[src/vcs_pkg.sv]
package vcs_pkg;

    // Word lengths on the serial line, in data clock cycles.
    localparam logic [4:0] VCS_COMP_BITS = 5'h08;
    localparam logic [4:0] VCS_LIN_BITS = 5'h10;

    // Width of the linear sample field and of the attenuation field.
    localparam int VCS_SAMPLE_W = 13;
    localparam int VCS_ATTEN_W = 3;

    // Attenuation step per code count, in dB.
    localparam logic [4:0] VCS_ATTEN_STEP_DB = 5'h03;

    // Master clocks per frame sync that the driving side must keep.
    localparam int VCS_MCLK_PER_FRAME = 256;

    // Sign-bit averager: accumulator width and leak shift.
    localparam int VCS_AZ_ACC_W = 16;
    localparam int VCS_AZ_SHIFT = 8;
    localparam int VCS_AZ_OUT_W = 8;

    // Positions of the pins inside the synchroniser vector.
    localparam int VCS_PIN_MCLK = 0;
    localparam int VCS_PIN_TXFS = 1;
    localparam int VCS_PIN_RXFS = 2;
    localparam int VCS_PIN_TXBC = 3;
    localparam int VCS_PIN_RXBC = 4;
    localparam int VCS_PIN_DIN = 5;
    localparam int VCS_PIN_LIN = 6;
    localparam int VCS_PIN_VAR = 7;
    localparam int VCS_PIN_MUTE = 8;
    localparam int VCS_PIN_COUNT = 9;

    // Values after reset.
    localparam logic [15:0] VCS_WORD_RST = 16'h0000;
    localparam logic [4:0] VCS_CNT_RST = 5'h00;
    localparam logic [12:0] VCS_SAMPLE_RST = 13'h0000;

    // Serial engine states, one-hot.
    typedef enum logic [1:0] {
        VCS_IDLE = 2'b01,
        VCS_SHIFT = 2'b10
    } vcs_state_t;

endpackage

[src/vcs_sync.sv]
// Two-stage synchroniser with a third stage kept for edge detection.
module vcs_sync
    import vcs_pkg::*;
#(
    parameter int WIDTH = 1
)
(
    input wire logic sys_clk,
    input wire logic reset_n,
    input wire logic [WIDTH-1:0] async_in,
    output logic [WIDTH-1:0] level,
    output logic [WIDTH-1:0] level_prev
);

    // First stage; only the second stage reads it.
    logic [WIDTH-1:0] meta;
    logic [WIDTH-1:0] next_meta;
    logic [WIDTH-1:0] next_level;
    logic [WIDTH-1:0] next_level_prev;

    // Next values of the three stages.
    always_comb
    begin
        next_meta = async_in;
        next_level = meta;
        next_level_prev = level;
    end

    // All stages clear under the synchronous reset.
    always_ff @(posedge sys_clk)
    begin
        if (!reset_n)
        begin
            meta <= '0;
            level <= '0;
            level_prev <= '0;
        end
        else
        begin
            meta <= next_meta;
            level <= next_level;
            level_prev <= next_level_prev;
        end
    end

endmodule // vcs_sync

[src/vcs_serial_port.sv]
// Notes on behaviour
// Mute forces all-zero transmitted code.
// Sample from one frame leaves next frame.
// Average sign bit to cancel DC offset.
// Companded word: eight bits, sign first.
// Linear word: 13 sample bits, three trailing.
// Linear transmit: sign, sample, three zeros.
// Companded receive: first eight fixed, last eight variable.
// Linear receive sample from first 13 cycles.
// Attenuation code MSB first, 3 dB steps.
// Attenuation code never held between words.
// Sample bits first, then control bits.
// Code 000 loudest, 111 quietest.
// Master clock is 256 frame syncs.
// Frame rate at most 16 kHz.
// Fixed rate: tx rising, rx falling master.
// Variable rate: rx falling, tx rising bit clocks.
// Variable rate repeats transmit word while framed.
// Linear sample is two's complement.
// Attenuation applies to the carrying word.
module vcs_serial_port
    import vcs_pkg::*;
(
    input wire logic sys_clk,
    input wire logic reset_n,
    input wire logic master_clock,
    input wire logic tx_frame_sync,
    input wire logic rx_frame_sync,
    input wire logic tx_bit_clock,
    input wire logic rx_bit_clock,
    input wire logic rx_serial_in,
    input wire logic linear_mode_sel,
    input wire logic variable_rate_sel,
    input wire logic mic_silence_in,
    input wire logic [12:0] enc_sample,
    input wire logic enc_sample_valid,
    output logic tx_serial_out,
    output logic tx_serial_oe,
    output logic [12:0] rx_sample,
    output logic [2:0] rx_atten_code,
    output logic [4:0] rx_atten_db,
    output logic rx_word_strobe,
    output logic [7:0] autozero_offset
);

    ////////////////////////////////////////////////////////////////////////////
    // Pin synchronisation and edge detection.

    // Every pin passes two flip-flops before anything here looks at it.
    logic [VCS_PIN_COUNT-1:0] pin_lvl;
    logic [VCS_PIN_COUNT-1:0] pin_prev;

    vcs_sync #(
        .WIDTH(VCS_PIN_COUNT)
    ) u_sync (
        .sys_clk(sys_clk),
        .reset_n(reset_n),
        .async_in({mic_silence_in, variable_rate_sel, linear_mode_sel, rx_serial_in,
            rx_bit_clock, tx_bit_clock, rx_frame_sync, tx_frame_sync, master_clock}),
        .level(pin_lvl),
        .level_prev(pin_prev)
    );

    logic lin;
    logic vrate;
    logic mute;
    logic din;
    logic txfs_rise;
    logic rxfs_rise;
    logic rxfs_fall;
    logic tclk_rise;
    logic rclk_fall;

    // Data and clocks share one synchroniser depth, so the sampled data bit
    // lines up with the detected clock edge exactly as on the pins.
    always_comb
    begin
        lin = pin_lvl[VCS_PIN_LIN];
        vrate = pin_lvl[VCS_PIN_VAR];
        mute = pin_lvl[VCS_PIN_MUTE];
        din = pin_lvl[VCS_PIN_DIN];
        txfs_rise = pin_lvl[VCS_PIN_TXFS] & ~pin_prev[VCS_PIN_TXFS];
        rxfs_rise = pin_lvl[VCS_PIN_RXFS] & ~pin_prev[VCS_PIN_RXFS];
        rxfs_fall = ~pin_lvl[VCS_PIN_RXFS] & pin_prev[VCS_PIN_RXFS];
        // Fixed rate clocks both directions from the master clock.
        if (vrate)
        begin
            tclk_rise = pin_lvl[VCS_PIN_TXBC] & ~pin_prev[VCS_PIN_TXBC];
            rclk_fall = ~pin_lvl[VCS_PIN_RXBC] & pin_prev[VCS_PIN_RXBC]
                & pin_lvl[VCS_PIN_RXFS];
        end
        else
        begin
            tclk_rise = pin_lvl[VCS_PIN_MCLK] & ~pin_prev[VCS_PIN_MCLK];
            rclk_fall = ~pin_lvl[VCS_PIN_MCLK] & pin_prev[VCS_PIN_MCLK];
        end
    end

    ////////////////////////////////////////////////////////////////////////////
    // Transmit path.

    vcs_state_t tx_state;
    vcs_state_t next_tx_state;
    logic [12:0] pending; // Sample taken in the current frame.
    logic [12:0] next_pending;
    logic [15:0] frame_word; // Formatted word for this frame, kept for repeats.
    logic [15:0] next_frame_word;
    logic [15:0] tx_shift; // Remaining bits, next bit at the top.
    logic [15:0] next_tx_shift;
    logic [4:0] tx_cnt; // Bits already sent of the current word.
    logic [4:0] next_tx_cnt;
    logic next_tx_out;
    logic next_tx_oe;
    logic [15:0] fmt_word;
    logic [15:0] src_word;
    logic [4:0] src_cnt;
    logic [4:0] tx_len;
    logic tx_live;

    // Loads the held sample at frame start and shifts on transmit clock edges.
    always_comb
    begin
        next_tx_state = tx_state;
        next_pending = enc_sample_valid ? enc_sample : pending;
        next_frame_word = frame_word;
        next_tx_shift = tx_shift;
        next_tx_cnt = tx_cnt;
        // A held bit drops to zero as soon as mute is seen, not only at the next bit.
        next_tx_out = tx_serial_out & ~mute;
        next_tx_oe = tx_serial_oe;
        tx_len = lin ? VCS_LIN_BITS : VCS_COMP_BITS;
        // Left-justify so the sign bit always leaves first.
        if (lin)
        begin
            fmt_word = {pending, 3'b000};
        end
        else
        begin
            fmt_word = {pending[7:0], 8'h00};
        end
        src_word = tx_shift;
        src_cnt = tx_cnt;
        tx_live = (tx_state == VCS_SHIFT);
        // Frame start takes last frame's sample into the shifter.
        if (txfs_rise)
        begin
            next_frame_word = fmt_word;
            src_word = fmt_word;
            src_cnt = VCS_CNT_RST;
            tx_live = 1'b1;
            next_tx_state = VCS_SHIFT;
        end
        if (tx_live && tclk_rise)
        begin
            if (src_cnt == tx_len)
            begin
                // Another slot follows only in variable rate while framed.
                if (vrate && pin_lvl[VCS_PIN_TXFS])
                begin
                    next_tx_out = frame_word[15] & ~mute;
                    next_tx_shift = {frame_word[14:0], 1'b0};
                    next_tx_cnt = 5'h01;
                end
                else
                begin
                    next_tx_oe = 1'b0;
                    next_tx_state = VCS_IDLE;
                end
            end
            else
            begin
                next_tx_out = src_word[15] & ~mute;
                next_tx_oe = 1'b1;
                next_tx_shift = {src_word[14:0], 1'b0};
                next_tx_cnt = src_cnt + 5'h01;
            end
        end
        else if (txfs_rise)
        begin
            next_tx_shift = fmt_word;
            next_tx_cnt = VCS_CNT_RST;
        end
    end

    // Transmit registers; the line is released after reset.
    always_ff @(posedge sys_clk)
    begin
        if (!reset_n)
        begin
            tx_state <= VCS_IDLE;
            pending <= VCS_SAMPLE_RST;
            frame_word <= VCS_WORD_RST;
            tx_shift <= VCS_WORD_RST;
            tx_cnt <= VCS_CNT_RST;
            tx_serial_out <= 1'b0;
            tx_serial_oe <= 1'b0;
        end
        else
        begin
            tx_state <= next_tx_state;
            pending <= next_pending;
            frame_word <= next_frame_word;
            tx_shift <= next_tx_shift;
            tx_cnt <= next_tx_cnt;
            tx_serial_out <= next_tx_out;
            tx_serial_oe <= next_tx_oe;
        end
    end

    ////////////////////////////////////////////////////////////////////////////
    // Receive path.

    vcs_state_t rx_state;
    vcs_state_t next_rx_state;
    logic [15:0] rx_shift; // Newest bit enters at the bottom.
    logic [15:0] next_rx_shift;
    logic [4:0] rx_cnt;
    logic [4:0] next_rx_cnt;
    logic [12:0] next_rx_sample;
    logic [2:0] next_rx_atten_code;
    logic [4:0] next_rx_atten_db;
    logic next_rx_word_strobe;
    logic [15:0] shifted;
    logic last_eight;

    // Collects bits on receive clock edges and publishes a whole word.
    always_comb
    begin
        next_rx_state = rx_state;
        next_rx_shift = rx_shift;
        next_rx_cnt = rx_cnt;
        next_rx_sample = rx_sample;
        next_rx_atten_code = rx_atten_code;
        next_rx_atten_db = rx_atten_db;
        next_rx_word_strobe = 1'b0;
        shifted = {rx_shift[14:0], din};
        // Variable-rate companded words are the last eight bits of the frame.
        last_eight = vrate & ~lin;
        if (rxfs_rise)
        begin
            next_rx_state = VCS_SHIFT;
            next_rx_cnt = VCS_CNT_RST;
            next_rx_shift = VCS_WORD_RST;
        end
        else if (rx_state == VCS_SHIFT)
        begin
            if (rclk_fall)
            begin
                next_rx_shift = shifted;
                // Saturate so long variable-rate frames cannot wrap.
                if (rx_cnt != VCS_LIN_BITS)
                begin
                    next_rx_cnt = rx_cnt + 5'h01;
                end
                if (!last_eight && lin && rx_cnt == VCS_LIN_BITS - 5'h01)
                begin
                    // Sample first, then the code; a fresh code every word.
                    next_rx_sample = shifted[15:3];
                    next_rx_atten_code = shifted[2:0];
                    // Code 0 is full level, code 7 is 21 dB down.
                    next_rx_atten_db = 5'(shifted[2:0] * VCS_ATTEN_STEP_DB);
                    next_rx_word_strobe = 1'b1;
                    next_rx_state = VCS_IDLE;
                end
                else if (!last_eight && !lin && rx_cnt == VCS_COMP_BITS - 5'h01)
                begin
                    next_rx_sample = {5'h00, shifted[7:0]};
                    next_rx_atten_code = 3'b000;
                    next_rx_atten_db = 5'h00;
                    next_rx_word_strobe = 1'b1;
                    next_rx_state = VCS_IDLE;
                end
            end
            else if (rxfs_fall && vrate)
            begin
                // Frame closed: companded takes the last eight bits heard;
                // a short linear word is dropped.
                if (last_eight && rx_cnt >= VCS_COMP_BITS)
                begin
                    next_rx_sample = {5'h00, rx_shift[7:0]};
                    next_rx_atten_code = 3'b000;
                    next_rx_atten_db = 5'h00;
                    next_rx_word_strobe = 1'b1;
                end
                next_rx_state = VCS_IDLE;
            end
        end
    end

    // Receive registers.
    always_ff @(posedge sys_clk)
    begin
        if (!reset_n)
        begin
            rx_state <= VCS_IDLE;
            rx_shift <= VCS_WORD_RST;
            rx_cnt <= VCS_CNT_RST;
            rx_sample <= VCS_SAMPLE_RST;
            rx_atten_code <= 3'b000;
            rx_atten_db <= 5'h00;
            rx_word_strobe <= 1'b0;
        end
        else
        begin
            rx_state <= next_rx_state;
            rx_shift <= next_rx_shift;
            rx_cnt <= next_rx_cnt;
            rx_sample <= next_rx_sample;
            rx_atten_code <= next_rx_atten_code;
            rx_atten_db <= next_rx_atten_db;
            rx_word_strobe <= next_rx_word_strobe;
        end
    end

    ////////////////////////////////////////////////////////////////////////////
    // Autozero sign-bit averager.

    // Leaky integrator: a step of 256 per sample toward the sign, minus a
    // fraction of itself. Long time constant trades settling for low ripple.
    logic signed [VCS_AZ_ACC_W-1:0] az_acc;
    logic signed [VCS_AZ_ACC_W-1:0] next_az_acc;
    logic [7:0] next_az_offset;
    logic enc_sign;

    always_comb
    begin
        enc_sign = lin ? enc_sample[12] : enc_sample[7];
        next_az_acc = az_acc;
        if (enc_sample_valid)
        begin
            next_az_acc = az_acc + (enc_sign ? -16'sd256 : 16'sd256)
                - (az_acc >>> VCS_AZ_SHIFT);
        end
        // The offset to subtract is the averaged sign, scaled down.
        next_az_offset = az_acc[VCS_AZ_ACC_W-1 -: VCS_AZ_OUT_W];
    end

    always_ff @(posedge sys_clk)
    begin
        if (!reset_n)
        begin
            az_acc <= '0;
            autozero_offset <= 8'h00;
        end
        else
        begin
            az_acc <= next_az_acc;
            autozero_offset <= next_az_offset;
        end
    end

endmodule // vcs_serial_port

[config.mk]
export PLATFORM = sky130hd
export DESIGN_NAME = vcs_serial_port
export DESIGN_NICKNAME = d
export VERILOG_FILES = /design/src/vcs_pkg.sv /design/src/vcs_sync.sv /design/src/vcs_serial_port.sv
export SDC_FILE = /design/constraint.sdc
export NUM_CORES = 1
export LEC_CHECK = 0
export BUFFER_PORTS_ARGS = -buffer_cell sky130_fd_sc_hd__buf_2
export CORE_MARGIN = 2
export CORE_UTILIZATION = 60
export DETAILED_ROUTE_END_ITERATION = 10
export MAX_ROUTING_LAYER = met4
export PLACE_DENSITY = 0.8
export SLEW_MARGIN = 10
export SYNTH_ARGS = -nofsm -noshare
export SYNTH_HDL_FRONTEND = slang
export SYNTH_SLANG_ARGS = --single-unit
[constraint.sdc]
create_clock -name sys_clk -period 4.32 [get_ports sys_clk]
set_clock_uncertainty 0.15 [all_clocks]
set_input_delay 0.864 -clock sys_clk [delete_from_list [all_inputs] [get_ports sys_clk]]
set_output_delay 0.864 -clock sys_clk [all_outputs]
set_load 0.03 [all_outputs]
==> report_table.html <==
<table>
<tr><th>Metric</th><th>Value</th></tr>
<tr><th colspan="2">Global route</th></tr>
<tr><td>Overall fraction of global-route tracks in use</td><td>0.277</td></tr>
<tr><td>Total congestion overflow</td><td>0</td></tr>
<tr><td>Initial antenna violation count</td><td>0</td></tr>
<tr><td>First-pass GRT wire length</td><td>25200 µm</td></tr>
<tr><td>Via count of the first global-routing pass</td><td>5360</td></tr>
<tr><td>Maximum number of pins on one net before global-route repair</td><td>59</td></tr>
<tr><th colspan="2">Setup path</th></tr>
<tr><td>Critical Path, Cell by Cell</td><td>mux2i_1 -&gt; buf_4 -&gt; fa_1 -&gt; inv_1 -&gt; ha_1 -&gt; a21o_1 -&gt; nor3_1 -&gt; o21a_1 -&gt; a21oi_1 -&gt; mux2i_1 -&gt; nor3_1</td></tr>
<tr><td>Data arrival time of the critical path</td><td>3.66 ns</td></tr>
<tr><td>Worst flop-to-flop path endpoint</td><td>az_acc[15]</td></tr>
<tr><td>Setup Crit Path Kind</td><td>flop to flop</td></tr>
<tr><td>Maximum cell stage delay along the critical path</td><td>0.81 ns</td></tr>
<tr><td>Gate family responsible for the most delay along the worst path</td><td>adder cells</td></tr>
<tr><td>Number of cells on the worst reg-to-reg path</td><td>11</td></tr>
<tr><td>Setup slack of the most critical reg-to-reg path</td><td>0.90 ns</td></tr>
<tr><td>Worst Path Max Fanout</td><td>14</td></tr>
<tr><td>Worst Setup Start Kind</td><td>flop</td></tr>
<tr><td>CP required</td><td>4.55 ns</td></tr>
<tr><td>Worst Path Buf+Inv</td><td>2</td></tr>
<tr><td>Beginning of the worst register-to-register path</td><td>u_sync.level[6]</td></tr>
<tr><td>Slowest CP cell</td><td>sky130_fd_sc_hd__dfxtp_1</td></tr>
<tr><td>Nature of the critical path endpoint</td><td>flop</td></tr>
<tr><th colspan="2">STA</th></tr>
<tr><td>Final critical delay including setup and external delays</td><td>3.42 ns</td></tr>
<tr><td>Worst hold slack across all endpoints</td><td>0.266 ns</td></tr>
<tr><td>Total negative slack</td><td>0 ns</td></tr>
<tr><td>Number of setup violations in the final report</td><td>0</td></tr>
<tr><td>RSZ-0062 raised after global routing</td><td>no</td></tr>
<tr><td>Worst slew pin tran</td><td>1.06 ns</td></tr>
<tr><td>Final Slew Violations</td><td>0</td></tr>
<tr><td>FMAX</td><td>0.292 GHz</td></tr>
<tr><td>Headroom to the max-slew limit</td><td>0.291</td></tr>
<tr><td>Final period utilization</td><td>0.793</td></tr>
<tr><td>Final-report hold violation count</td><td>0</td></tr>
<tr><th colspan="2">Synthesis</th></tr>
<tr><td>Asr flop ratio synth</td><td>0</td></tr>
<tr><td>Post-synthesis cell count</td><td>774</td></tr>
<tr><td>Library cell with the highest instance count after synthesis</td><td>sky130_fd_sc_hd__dfxtp_1</td></tr>
<tr><td>Number of flops mapped to enable cells by yosys</td><td>0</td></tr>
<tr><td>Area share of the largest cell type after synthesis</td><td>0.422</td></tr>
<tr><td>Post-Synthesis Mean Instance Area</td><td>8.64 µm²</td></tr>
<tr><td>Top cells by area in the synthesized netlist</td><td>sky130_fd_sc_hd__dfxtp_1, sky130_fd_sc_hd__mux2i_1, sky130_fd_sc_hd__ha_1</td></tr>
<tr><td>Count of yosys warnings during synthesis</td><td>0</td></tr>
<tr><td>Top flip-flop cell by instance count after synthesis</td><td>sky130_fd_sc_hd__dfxtp_1</td></tr>
<tr><td>Leading area contributor after synthesis</td><td>sky130_fd_sc_hd__dfxtp_1</td></tr>
<tr><td>Flops &amp; latches, synth</td><td>141</td></tr>
<tr><td>Distinct cells, synth</td><td>57</td></tr>
<tr><td>Top cells by instance count after synthesis</td><td>sky130_fd_sc_hd__dfxtp_1, sky130_fd_sc_hd__nand2_1, sky130_fd_sc_hd__nor2_1</td></tr>
<tr><td>Synth Net Count</td><td>837</td></tr>
<tr><td>Combined area of all synthesized cells</td><td>6690 µm²</td></tr>
<tr><td>Sequential element share of the synthesized area</td><td>0.422</td></tr>
<tr><th colspan="2">Detailed routing</th></tr>
<tr><td>Max layer used</td><td>met4</td></tr>
<tr><td>Sum of met3 wire segment lengths after detailed routing</td><td>894 µm</td></tr>
<tr><td>Post-DR vias/cell</td><td>5.86</td></tr>
<tr><td>Post-route DRC violation count</td><td>0</td></tr>
<tr><td>Total number of vias</td><td>5653</td></tr>
<tr><td>Routed length on met1</td><td>6710 µm</td></tr>
<tr><td>Average wire per cell in the routed design</td><td>15.9 µm</td></tr>
<tr><td>Met2 WL</td><td>7390 µm</td></tr>
<tr><td>Sum of routed wire length over all layers</td><td>15300 µm</td></tr>
<tr><td>Initial detailed-routing violation count</td><td>474</td></tr>
<tr><td>Post-detailed-route count of antenna-violating nets</td><td>0</td></tr>
<tr><td>Router iterations before antenna repair</td><td>7</td></tr>
<tr><th colspan="2">Power and ir drop</th></tr>
<tr><td>LEAKAGE</td><td>3.08 nW</td></tr>
<tr><td>Peak supply drop</td><td>0.000485 V</td></tr>
<tr><td>Power density over cell area</td><td>609 nW/µm²</td></tr>
<tr><th colspan="2">Floorplanning</th></tr>
<tr><td>Initial standard-cell utilization of the core</td><td>0.617</td></tr>
<tr><td>Core area</td><td>10800 µm²</td></tr>
<tr><td># rows</td><td>38</td></tr>
<tr><td>Die outline area</td><td>12000 µm²</td></tr>
<tr><td>Vertical extent of the die</td><td>110 µm</td></tr>
<tr><td>Width of the die</td><td>110 µm</td></tr>
<tr><td>Number of ports placed on the die boundary</td><td>57</td></tr>
<tr><th colspan="2">Clocking</th></tr>
<tr><td>Clock insertion delay at the later pin of the skew report</td><td>0.54 ns</td></tr>
<tr><td>H-tree depth reported by CTS</td><td>4</td></tr>
<tr><td>Clock-pin transition on the worst setup and hold timing paths</td><td>0.06 ns</td></tr>
<tr><td>Hold buffers post-CTS</td><td>0</td></tr>
<tr><td>Number of buffers created by CTS</td><td>17</td></tr>
<tr><td>Cell chosen for the clock root</td><td>sky130_fd_sc_hd__clkbuf_8</td></tr>
<tr><td>Max Buffers Root-to-Sink</td><td>2</td></tr>
<tr><td>Post_cts resized</td><td>0</td></tr>
<tr><td>CTS tree</td><td>built</td></tr>
<tr><td>Number of buffers added for setup after CTS</td><td>0</td></tr>
<tr><td>Clock Sink Count</td><td>141</td></tr>
<tr><th colspan="2">Worst hold path</th></tr>
<tr><td>Count of cells along the worst hold path</td><td>1</td></tr>
<tr><td>Worst min-delay path endpoint</td><td>tx_serial_out</td></tr>
<tr><td>Worst hold path startpoint</td><td>u_sync.level[8]</td></tr>
<tr><td>Path type of the worst min-delay path</td><td>flop to flop</td></tr>
<tr><th colspan="2">Placement</th></tr>
<tr><td>Quantity of I/O buffers inserted on ports</td><td>56</td></tr>
<tr><td>Area after detailed placement</td><td>7010 µm²</td></tr>
<tr><td>Post-DP HPWL</td><td>10000 µm</td></tr>
<tr><td>GPL Wtd Cong</td><td>0.902</td></tr>
<tr><th colspan="2">Finish</th></tr>
<tr><td>Footprint of the multi-input gates</td><td>3510 µm²</td></tr>
<tr><td>Final instance area</td><td>7630 µm²</td></tr>
<tr><td>Fraction of final layout cells sized beyond drive strength 1</td><td>0.130</td></tr>
<tr><td>Storage element area</td><td>2820 µm²</td></tr>
<tr><td>Total Nets Final</td><td>874</td></tr>
<tr><td>Number of inserted filler cells in the final layout</td><td>852</td></tr>
<tr><td>Area delta synth-&gt;final</td><td>14.1%</td></tr>
<tr><td>Antenna fix cells</td><td>0</td></tr>
<tr><th colspan="2">Outcome</th></tr>
<tr><td>Result of the run</td><td>completed</td></tr>
<tr><th colspan="2">Run</th></tr>
<tr><td>Max-cap violations</td><td>0</td></tr>
</table>
## state kept, by name, indices dropped and copies added (netlist names)
register,flops
rx_state,2
frame_word,13
rx_word_strobe,1
rx_shift,15
u_sync.meta,9
rx_sample,13
tx_cnt,5
tx_state,2
az_acc,16
tx_shift,16
rx_atten_db,4
tx_serial_oe,1
autozero_offset,8
rx_atten_code,3
pending,13
u_sync.level_prev,5
tx_serial_out,1
rx_cnt,5
u_sync.level,9
## layout make-up
type,instances,share of cell area
multi-input cells,545,0.461
flip-flops and latches,141,0.370
clock buffers,19,0.0553
repair buffers,65,0.0456
clock inverters,13,0.0249
well taps,140,0.0230
inverters,41,0.0202
## per-layer routing
| layer | GRT usage | vias up |
|---|---|---|
| met2 | 0.444 | 202 |
| li1 | - | 2752 |
| met1 | 0.346 | 2668 |
| met3 | 0.0605 | 31 |
| met4 | 0.101 | 0 |
| met5 | - | - |
## how the worst max path moves through the flow
stage,endpoint,slack (ns),from,cells after the start
6_report,az_acc[15],0.90,u_sync.level[6],11
5_1_grt,az_acc[15],0.70,u_sync.level[6],11
4_1_cts,az_acc[15],0.93,u_sync.level[6],11
3_5_place_dp,az_acc[15],0.96,enc_sample[12],12
3_3_place_gp,az_acc[15],1.01,enc_sample[12],12
2_1_floorplan,az_acc[15],0.94,enc_sample[12],11
## cell families after synthesis
logic type                 count (synthesis)  synth area share
and+or+nand+nor                          260             0.183
AOI/OAI and AO/OA                        191             0.180
DFF                                      141             0.422
buffers and inverters                     88            0.0535
muxes                                     42            0.0629
adders and majority gates                 38            0.0801
xor gates and xnor gates                  14            0.0183
## cells in the final DEF (no fill, tap or decap), types with 24 or more instances in the layout
cell type                 count
sky130_fd_sc_hd__dfxtp_1    141
sky130_fd_sc_hd__nand2_1     81
sky130_fd_sc_hd__nor2_1      80
sky130_fd_sc_hd__buf_2       56
sky130_fd_sc_hd__a21oi_1     55
sky130_fd_sc_hd__o21ai_0     51
sky130_fd_sc_hd__mux2i_1     42
sky130_fd_sc_hd__inv_1       40
sky130_fd_sc_hd__ha_1        30
sky130_fd_sc_hd__nand3_1     29
sky130_fd_sc_hd__and2_1      24
## stage by stage
stage | setup slack, ns | total power, mW | cells | utilization
6_report | 0.896 | 4.64 | 964 | 0.703
5_1_grt | 0.701 | 4.94 | 964 | 0.703
4_1_cts | 0.931 | 4.64 | 964 | 0.703
3_5_place_dp | 0.964 | 3.12 | 932 | 0.647
3_3_place_gp | 1.01 | 3.04 | 932 | 0.647
2_1_floorplan | 0.939 | 2.79 | 774 | -
## report_power, final
group | total [mW] | switching (mW) | internal (mW)
clock | 1.51 | 0.572 | 0.942
sequential | 1.46 | 0.0657 | 1.40
combinational | 1.66 | 0.945 | 0.718
No activity file was read; power rests on OpenSTA's default activity.
